<file path="src/logic/shbp_cfg.svh">
// Constants for the slave host buffer port: bit positions, opcodes, resets
`ifndef SHBP_CFG_SVH
`define SHBP_CFG_SVH
// =====================================================================
// Status register field positions
`define SHBP_ST_OUT_FULL 0
`define SHBP_ST_IN_FULL  1
`define SHBP_ST_UFA      2
`define SHBP_ST_CDF      3
`define SHBP_ST_USR_LO   4
`define SHBP_ST_USR_HI   7
// =====================================================================
// Interface instruction opcodes
`define SHBP_OP_LOAD_HIGH 8'h90
`define SHBP_OP_EN_FLAGS 8'hf5
`define SHBP_OP_EN_DMA   8'he5
// =====================================================================
// Reset values
`define SHBP_STATUS_RST  8'h00
`define SHBP_DATA_RST    8'h00
`define SHBP_PORT2_RST   4'hf
`endif

</file>
<file path="src/logic/shbp_pkg.sv">
// Types shared by the slave host buffer port
`default_nettype none
package shbp_pkg;
	// Host strobe tracker, Gray coded along idle -> active -> idle
	typedef enum logic [1:0] {
		SHBP_IDLE = 2'b00,
		SHBP_RD   = 2'b01,
		SHBP_WR   = 2'b10
	} shbp_strobe_t;
endpackage
`default_nettype wire

</file>
<file path="src/logic/shbp_port.sv">
// Host-facing buffer port with status register, flag pins and DMA handshake
//
// Contract
// - Status is 8 bits: two full flags, a user flag, the command/data flag, user nibble.
// - Upper four status bits are written only by firmware.
// - Opcode 90h copies accumulator bits 7:4 into status 7:4 only.
// - Buffer flags and the command/data flag update on the rising (trailing) strobe edge.
// - Opcode F5h turns bit4 into out-full pin, bit5 into in-full pin.
// - Flags enabled, port2 bit4 written 1: pin follows out-full flag.
// - Flags enabled, port2 bit4 written 0: pin held low.
// - Flags enabled, port2 bit5 written 1: pin shows inverted input-full state.
// - Flags enabled, port2 bit5 written 0: input state removed from pin.
// - Opcode E5h makes bit6 DMA request and bit7 active-low acknowledge.
// - DMA enabled, port2 bit6 written 1 raises the DMA request.
// - Executing the enable-DMA opcode clears the DMA request.
// - Acknowledge with a read or write strobe clears the DMA request.
// - Acknowledge acts as chip select for the data buffers in DMA mode; register select still routes reads to status.
// - Read strobe fetches output buffer or status; write loads input buffer.
`default_nettype none
`include "shbp_cfg.svh"

module shbp_port (
	// Clock and reset
	input  wire logic       mclk_i,
	input  wire logic       nrst_i,
	// Host bus
	input  wire logic       host_cs_n_i,
	input  wire logic       host_rd_n_i,
	input  wire logic       host_wr_n_i,
	input  wire logic       register_select_i,
	input  wire logic [7:0] host_data_i,
	output logic      [7:0] host_data_o,
	output logic            host_data_oe_o,
	// Firmware side
	input  wire logic       fw_op_valid_i,
	input  wire logic [7:0] fw_opcode_i,
	input  wire logic [7:0] fw_acc_i,
	input  wire logic       fw_out_load_i,
	input  wire logic [7:0] fw_out_data_i,
	input  wire logic       fw_in_read_i,
	input  wire logic       fw_flag_a_wr_i,
	input  wire logic       fw_flag_a_i,
	input  wire logic       fw_cdf_wr_i,
	input  wire logic       fw_cdf_i,
	input  wire logic       fw_p2_wr_i,
	input  wire logic [3:0] fw_p2_hi_i,
	output logic      [7:0] fw_in_data_o,
	output logic      [7:0] fw_status_o,
	// Port 2 upper pins
	input  wire logic       port2_bit7_pin_i,
	output logic            port2_bit4_pin_o,
	output logic            port2_bit5_pin_o,
	output logic            port2_bit6_pin_o
);

	// =================================================================
	// State
	shbp_pkg::shbp_strobe_t strobe;
	shbp_pkg::shbp_strobe_t next_strobe;
	logic [7:0] status;
	logic [7:0] next_status;
	logic [7:0] out_buf;
	logic [7:0] next_out_buf;
	logic [7:0] in_buf;
	logic [7:0] next_in_buf;
	logic       sel_latch;
	logic       next_sel_latch;
	logic [3:0] p2_latch;
	logic [3:0] next_p2_latch;
	logic       flags_en;
	logic       next_flags_en;
	logic       dma_en;
	logic       next_dma_en;
	logic       dma_ack_seen;
	logic       next_dma_ack_seen;
	logic [7:0] next_data_o;
	logic       next_data_oe;
	logic [2:0] next_pins;

	// Strobe is qualified by chip select, or by acknowledge in DMA mode
	logic sel;
	logic dma_sel;
	logic rd_act;
	logic wr_act;
	logic op_load;
	logic op_flags;
	logic op_dma;

	// Opcode match, used by every interface instruction
	function automatic logic op_is(input logic [7:0] code);
		return fw_op_valid_i && (fw_opcode_i == code);
	endfunction

	assign op_load  = op_is(`SHBP_OP_LOAD_HIGH);
	assign op_flags = op_is(`SHBP_OP_EN_FLAGS);
	assign op_dma   = op_is(`SHBP_OP_EN_DMA);
	assign dma_sel  = dma_en && !port2_bit7_pin_i;
	assign sel      = !host_cs_n_i || dma_sel;
	assign rd_act   = sel && !host_rd_n_i;
	assign wr_act   = sel && !host_wr_n_i;

	// =================================================================
	// Next-state logic; read data is driven while the strobe is low, other strobe effects land on the trailing edge
	always_comb begin
		next_strobe       = strobe;
		next_status       = status;
		next_out_buf      = out_buf;
		next_in_buf       = in_buf;
		next_sel_latch    = sel_latch;
		next_p2_latch     = p2_latch;
		next_flags_en     = flags_en;
		next_dma_en       = dma_en;
		next_dma_ack_seen = dma_ack_seen;
		next_data_o       = host_data_o;
		next_data_oe      = 1'b0;
		case (strobe)
			shbp_pkg::SHBP_IDLE: begin
				if (rd_act) begin
					next_strobe    = shbp_pkg::SHBP_RD;
					next_sel_latch = register_select_i;
					next_dma_ack_seen = dma_sel;
				end else if (wr_act) begin
					next_strobe    = shbp_pkg::SHBP_WR;
					next_sel_latch = register_select_i;
					next_dma_ack_seen = dma_sel;
				end
			end
			shbp_pkg::SHBP_RD: begin
				next_data_oe = 1'b1;
				next_data_o  = sel_latch ? status : out_buf;
				if (host_rd_n_i) begin
					next_strobe = shbp_pkg::SHBP_IDLE;
					next_data_oe = 1'b0;
					if (!sel_latch)
						next_status[`SHBP_ST_OUT_FULL] = 1'b0;
				end
			end
			shbp_pkg::SHBP_WR: begin
				// Data is taken at the trailing edge, as the bus holds it
				if (host_wr_n_i) begin
					next_strobe = shbp_pkg::SHBP_IDLE;
					next_in_buf = host_data_i;
					next_status[`SHBP_ST_IN_FULL] = 1'b1;
					next_status[`SHBP_ST_CDF] = sel_latch;
				end
			end
			default: next_strobe = shbp_pkg::SHBP_IDLE;
		endcase
		if (strobe != shbp_pkg::SHBP_IDLE && dma_ack_seen &&
				(host_rd_n_i && host_wr_n_i))
			next_p2_latch[2] = 1'b0;
		// Firmware side; a buffer-full set always wins over a clear in the same cycle,
		// so a fresh load is never lost behind a host read that just ended
		if (fw_out_load_i) begin
			next_out_buf = fw_out_data_i;
			next_status[`SHBP_ST_OUT_FULL] = 1'b1;
		end
		if (fw_in_read_i &&
				!(strobe == shbp_pkg::SHBP_WR && host_wr_n_i))
			next_status[`SHBP_ST_IN_FULL] = 1'b0;
		if (fw_flag_a_wr_i)
			next_status[`SHBP_ST_UFA] = fw_flag_a_i;
		if (fw_cdf_wr_i && !(strobe == shbp_pkg::SHBP_WR && host_wr_n_i))
			next_status[`SHBP_ST_CDF] = fw_cdf_i;
		if (op_load)
			next_status[`SHBP_ST_USR_HI:`SHBP_ST_USR_LO] = fw_acc_i[7:4];
		if (fw_p2_wr_i)
			next_p2_latch = fw_p2_hi_i;
		if (op_flags)
			next_flags_en = 1'b1;
		if (op_dma) begin
			next_dma_en      = 1'b1;
			next_p2_latch[2] = 1'b0;
		end
		// Pin drive: out-full flag pin
		next_pins[0] = flags_en ? (p2_latch[0] & status[`SHBP_ST_OUT_FULL])
			: p2_latch[0];
		// in-full on second pin; shown inverted as readiness
		next_pins[1] = flags_en ? (p2_latch[1] & !status[`SHBP_ST_IN_FULL])
			: p2_latch[1];
		next_pins[2] = p2_latch[2];
	end

	// =================================================================
	// Registers
	always_ff @(posedge mclk_i or negedge nrst_i) begin
		if (!nrst_i) begin
			strobe           <= shbp_pkg::SHBP_IDLE;
			status           <= `SHBP_STATUS_RST;
			out_buf          <= `SHBP_DATA_RST;
			in_buf           <= `SHBP_DATA_RST;
			sel_latch        <= 1'b0;
			p2_latch         <= `SHBP_PORT2_RST;
			flags_en         <= 1'b0;
			dma_en           <= 1'b0;
			dma_ack_seen     <= 1'b0;
			host_data_o      <= `SHBP_DATA_RST;
			host_data_oe_o   <= 1'b0;
			fw_in_data_o     <= `SHBP_DATA_RST;
			fw_status_o      <= `SHBP_STATUS_RST;
			port2_bit4_pin_o <= 1'b1;
			port2_bit5_pin_o <= 1'b1;
			port2_bit6_pin_o <= 1'b1;
		end else begin
			strobe           <= next_strobe;
			status           <= next_status;
			out_buf          <= next_out_buf;
			in_buf           <= next_in_buf;
			sel_latch        <= next_sel_latch;
			p2_latch         <= next_p2_latch;
			flags_en         <= next_flags_en;
			dma_en           <= next_dma_en;
			dma_ack_seen     <= next_dma_ack_seen;
			host_data_o      <= next_data_o;
			host_data_oe_o   <= next_data_oe;
			fw_in_data_o     <= next_in_buf;
			fw_status_o      <= next_status;
			port2_bit4_pin_o <= next_pins[0];
			port2_bit5_pin_o <= next_pins[1];
			port2_bit6_pin_o <= next_pins[2];
		end
	end

endmodule
`default_nettype wire

</file>
<file path="config.mk">
export PLATFORM = sky130hd
export DESIGN_NAME = shbp_port
export DESIGN_NICKNAME = d
export VERILOG_FILES = /design/src/logic/shbp_pkg.sv /design/src/logic/shbp_port.sv
export VERILOG_INCLUDE_DIRS = /design/src /design/src/logic
export SDC_FILE = /design/constraint.sdc
export NUM_CORES = 1
export LEC_CHECK = 0
export ABC_AREA = 1
export ABC_CLOCK_PERIOD_IN_PS = 1400
export BUFFER_PORTS_ARGS = -buffer_cell sky130_fd_sc_hd__buf_2
export CORE_ASPECT_RATIO = 0.8
export CORE_UTILIZATION = 30
export CTS_BUF_LIST = sky130_fd_sc_hd__clkbuf_2
export DETAILED_ROUTE_END_ITERATION = 6
export SYNTH_ARGS = -nofsm -noshare
export SYNTH_HDL_FRONTEND = slang
export SYNTH_SLANG_ARGS = --single-unit
</file>
<file path="constraint.sdc">
create_clock -name mclk_i -period 1.4 [get_ports mclk_i]
set_clock_uncertainty 0.05 [all_clocks]
set_input_delay 0.07 -clock mclk_i [delete_from_list [all_inputs] [get_ports mclk_i]]
set_output_delay 0.07 -clock mclk_i [all_outputs]
set_load 0.01 [all_outputs]
</file>
; Word level (Yosys, flattened, before mapping)
; Cells that the tools add are included.
[totals]
output_inout_bits = 28
word_cells = 92
ff_bits = 45
input_bits = 51
[op_classes]
bitwise_logic = 2
n_mux = 27
reduce_logical = 35
n_eq_ne = 9
[ops]
columns = cell, n
row1 = $eq 8x8->1 const B, 3
row2 = $mux 1, 20
row3 = $reduce_bool 2->1, 8
row4 = $logic_and 1x1->1, 12
row5 = $mux 2, 4
row6 = $mux 8, 1
row7 = $reduce_and 2->1, 4
row8 = $logic_not 1->1, 6
row9 = $ne 2x2->1 const B, 3
row10 = $pmux 2 s3, 1
row11 = $reduce_and 3->1, 2
row12 = $mux 3, 1
row13 = $ne 3x3->1 const B, 1
row14 = $reduce_bool 3->1, 1
row15 = $and 1x1->1, 2
row16 = $eq 2x1->1 const B, 1
row17 = $eq 2x2->1 const B, 1
row18 = $logic_not 2->1, 1
row19 = $logic_or 1x1->1, 1

; Longest topological paths before layout
[depth]
depth_word = 7
mapped_depth = 6
ltp_nobuf = 6

; Worst setup path after synthesis
; Ideal clock, no wire load.
[synth_path]
path_kind = register -> register
startpoint = register strobe[1]
endpoint = register status[0]
slack_ns = 0.378
period_less_slack_ns = 1.022
stages_incl_launch_ff = 6
setup_ns = 0.120
arrival_ns = 0.852
n_path_buf = 1
required_ns = 1.230
path_cell_list = dfrtp_1 inv_2 nand2_2 buf_6 o21ai_1 nand2_1
[synth_between]
elab_chain_cells = 3
[synth_rtl]
columns = element, line_no
row1 = "start, declared", shbp_port.sv:58  ; shbp_pkg::shbp_strobe_t strobe;
row2 = "start signal, assigned", shbp_port.sv:188  ; strobe <= shbp_pkg::SHBP_IDLE;
row3 = "start signal, assigned", shbp_port.sv:205  ; strobe <= next_strobe;
row4 = $eq 2x1->1, shbp_port.sv:116  ; case (strobe)
row5 = $reduce_bool 2->1 (no line), --
row6 = $reduce_and 3->1 (no line), --
row7 = "end signal, assigned", shbp_port.sv:189  ; status <= `SHBP_STATUS_RST;
row8 = "end signal, assigned", shbp_port.sv:206  ; status <= next_status;
row9 = "end, declared", shbp_port.sv:60  ; logic [7:0] status;
; No other way between the ends.
; A chain may end at the register's enable or synchronous reset.

; Worst setup path after layout
[layout_path]
startpoint = input port fw_opcode_i[4]
endpoint = register status[6]
[layout_between]
elab_chain_cells = 2
[layout_rtl]
columns = element, line_no
row1 = "start, declared", shbp_port.sv:36  ; input wire logic [7:0] fw_opcode_i,
row2 = $eq 8x8->1, shbp_port.sv:91  ; return fw_op_valid_i && (fw_opcode_i == code);
row3 = $logic_and 1x1->1, shbp_port.sv:91
; No other way between the ends.

==> key figures <==
Cells and area
  • Finished Core Util: 0.492
  • Most frequent cells in the layout: buf_2, nand2_1, dlygate4sd3_1
  • Ratio of cells with drive above 1 in the final layout: 0.342
  • Finished Cell Area: 0.00315 sq mm
  • Final Non-Filler Cells: 432
  • Layout net count: 398
  • Area delta synth->final: 57.2%
  • ANT cells: 0
  • Commonest non-fill, non-tap cell in the layout: buf_2

Pwr
  • Static Leak: 1.57 nW
  • Switch Pwr: 1.48 mW
  • Sequential fraction of design power: 0.436
  • Cell-internal power: 2.80 mW
  • VDD IR-drop max: 645 uV
  • Net switching fraction of the power: 0.347
  • PwrDens: 1360 mW/mm^2
  • Comb power frac: 0.352
  • Tot Pwr: 4.28 mW
  • Clock network fraction of total power: 0.212

Die
  • Initial Util: 0.313
  • Core Region: 0.00641 sq mm
  • Chip height: 75.1 um
  • Rows: 26
  • Die area: 0.00701 sq mm
  • Die width: 93.4 um
  • Ports: 79

Outcome
  • Outcome: completed

Global routing
  • Global-route wire length before repair: 8080 um
  • Met2 Track Usage GR: 0.274
  • Met1 usage: 0.183
  • GRT overflow: 0
  • Gr usage total: 0.152
  • Grt met3 use: 0.0404
  • Antenna violations before repair: 0
  • Largest net degree at the start of global routing: 33
  • GRT busiest layer: met2
  • Vias in the first global route: 1861

Setup path
  • Worst Path Buf+Inv: 3
  • Setup crit start kind: primary input
  • Critical path class: primary input to flop
  • CP Capture Type: flop
  • Max stage delay cell, worst path: dlygate4sd3_1
  • Worst Path Max Fanout: 5
  • Required time worst endpoint: 1.68 ns
  • Critical Path AT: 1.66 ns
  • CP top delay family: buffers and inverters
  • CP Cell Sequence: dlygate4sd3_1 > buf_4 > nand2_4 > nor2_8 > nand3_4 > nand2_1 > dlygate4sd3_1 > nand2_1
  • Setup crit start: fw_opcode_i[4]
  • Critical R2R Launch: strobe[1]
  • CP peak stage delay: 0.54 ns

Drt
  • Total number of vias: 1867
  • Residual DRC: 0
  • Avg Vias per Cell: 4.32
  • WL per Instance: 11.5 um
  • First drt pass iteration count: 4
  • 1st-iter DRT viols: 41
  • Antenna viol nets, final: 0
  • Routed WL: 4980 um

Clocking
  • Clock-pin transition on the worst setup and hold timing paths: 0.22 ns
  • CTS buffer count: 5
  • Clk sink count: 45
  • Clk_lat worst skew: 0.41 ns
  • Root Buffer: clkbuf_2
  • Bufs on Longest Clock Path: 2
  • TritonCTS clock tree: built
  • # H-tree levels: 2

Yosys
  • Syn. warnings: 0
  • Area of the mapped netlist: 0.00200 sq mm
  • Yosys reg bits: 45
  • Sequential-to-total area share from yosys stat: 0.566
  • Post-synthesis instance total: 211
  • Netlist cell types: 26
  • Syn avg cell area: 9.50 sq um
  • Syn nets: 262

Timing
  • Period minus WS final: 1.38 ns
  • Fin crit share: 0.985
  • Fmax: 725 MHz
  • RSZ-0062 raised after global routing: yes
  • Setup violators final: 0
  • Max Slew Vio Count: 0
  • Rel. slew slack: 0.732
  • Slew @ Worst Pin: 0.401 ns
  • Final hold violations: 0

Placed design
  • Final GP Congestion: 0.760
  • HPWL Detailed: 3260 um
  • Placed Area: 0.00247 sq mm
  • Placed insts: 366
  • Number of port buffers: 73

Min path
  • Hold Crit Class: primary input to flop
  • Worst Hold Launch: fw_opcode_i[7]

Run
  • Max-cap check violation count: 0
[final timing paths]
check	cells after the start	slack, ns	to
min	6	0.07	p2_latch[2]
min in group asynchronous	2	0.17	port2_bit6_pin_o
min reg2reg	0	0.33	port2_bit6_pin_o
max reg2reg	5	0.13	host_data_o[3]
max	8	0.02	status[6]
max in group asynchronous	3	0.30	dma_ack_seen
[cells in the mapped netlist]
| cell type | n | area share |
|---|---|---|
| nor3_1 | 1 | 0.0025 |
| nand4_1 | 5 | 0.016 |
| or2_4 | 1 | 0.0044 |
| nand3_1 | 3 | 0.0075 |
| a21oi_1 | 5 | 0.012 |
| inv_1 | 19 | 0.036 |
| buf_6 | 2 | 0.011 |
| nand3b_4 | 1 | 0.010 |
| dfrtp_1 | 39 | 0.49 |
| a21oi_2 | 14 | 0.061 |
| mux2_2 | 1 | 0.0056 |
| o211ai_1 | 1 | 0.0037 |
| nand3_4 | 2 | 0.017 |
| nor2_4 | 1 | 0.0056 |
| nand2_4 | 1 | 0.0056 |
| buf_2 | 2 | 0.0050 |
| inv_4 | 1 | 0.0031 |
| o21bai_1 | 1 | 0.0037 |
| nand2_1 | 67 | 0.13 |
| inv_2 | 5 | 0.0094 |
| o21ai_1 | 14 | 0.035 |
| o21ai_0 | 2 | 0.0050 |
| nor2_1 | 14 | 0.026 |
| nor2_8 | 2 | 0.020 |
| nand2_2 | 1 | 0.0031 |
| dfstp_2 | 6 | 0.079 |
[registers in the layout, indices dropped and copies added (netlist names)]
register          count
in_buf                8
host_data_o           8
status                8
flags_en              1
dma_ack_seen          1
dma_en                1
host_data_oe_o        1
strobe                2
port2_bit6_pin_o      1
out_buf               8
port2_bit4_pin_o      1
p2_latch              3
sel_latch             1
port2_bit5_pin_o      1
[area by class of cell]
class / count / area (sq um)
fill: 609 / 3260
sequential: 45 / 1130
timing repair buffer: 133 / 981
multi-input combinational: 137 / 744
tap: 84 / 105
inverter: 25 / 96.3
clock inverter: 3 / 65.1
clock buffer: 5 / 25.0
[power groups by stage]
stage,Combinational [mW],Clock [mW],Sequential (mW)
2_1_floorplan,0.760,0,2.01
3_3_place_gp,1.39,0,1.89
3_5_place_dp,1.42,0,1.90
4_1_cts,1.53,0.932,1.88
5_1_grt,1.68,0.985,1.92
6_report,1.51,0.906,1.87
[kinds of logic (layout without fill, tap and decap cells)]
kind of cell,count (synthesis),in the layout,share of synthesized area
flops,45,45,0.566
mux,1,1,0.00562
compound gates,37,37,0.121
simple gates,99,99,0.243
buf+inv,29,166,0.0643
[what timing repair did]
action	4_1_cts	5_1_grt
hold buffers	59	1
gates resized for setup	0	2
hold endpoints to repair	79	1
setup endpoints to repair	0	6
setup buffers	0	0
[through the flow]
step | TNS (ns) | worst slack, ns | hold WS [ns]
floorplan | 0 | 0.378 | -0.276
global placement | 0 | 0.192 | -0.0564
detailed placement | 0 | 0.175 | -0.0454
CTS | 0 | 0.0181 | 0.0284
global route | -0.0191 | -0.0138 | 0.0808
finish | 0 | 0.0213 | 0.0651
[worst reg2reg max path, delay by kind of cell (launching register included)]
kind                   cells  cell delay (ns)
AO/OA/AOI/OAI              1             0.04
buffers and inverters      2             0.24
flip-flops                 1             0.46
AND/OR/NAND/NOR            2             0.39
[routing by layer]
layer / wire [um] / up-vias
met4: 24 / 0
met1: 2300 / 860
met2: 2340 / 61
met3: 319 / 4
li1: - / 942
met5: 0 / -
No activity file was read; power rests on OpenSTA's default activity.
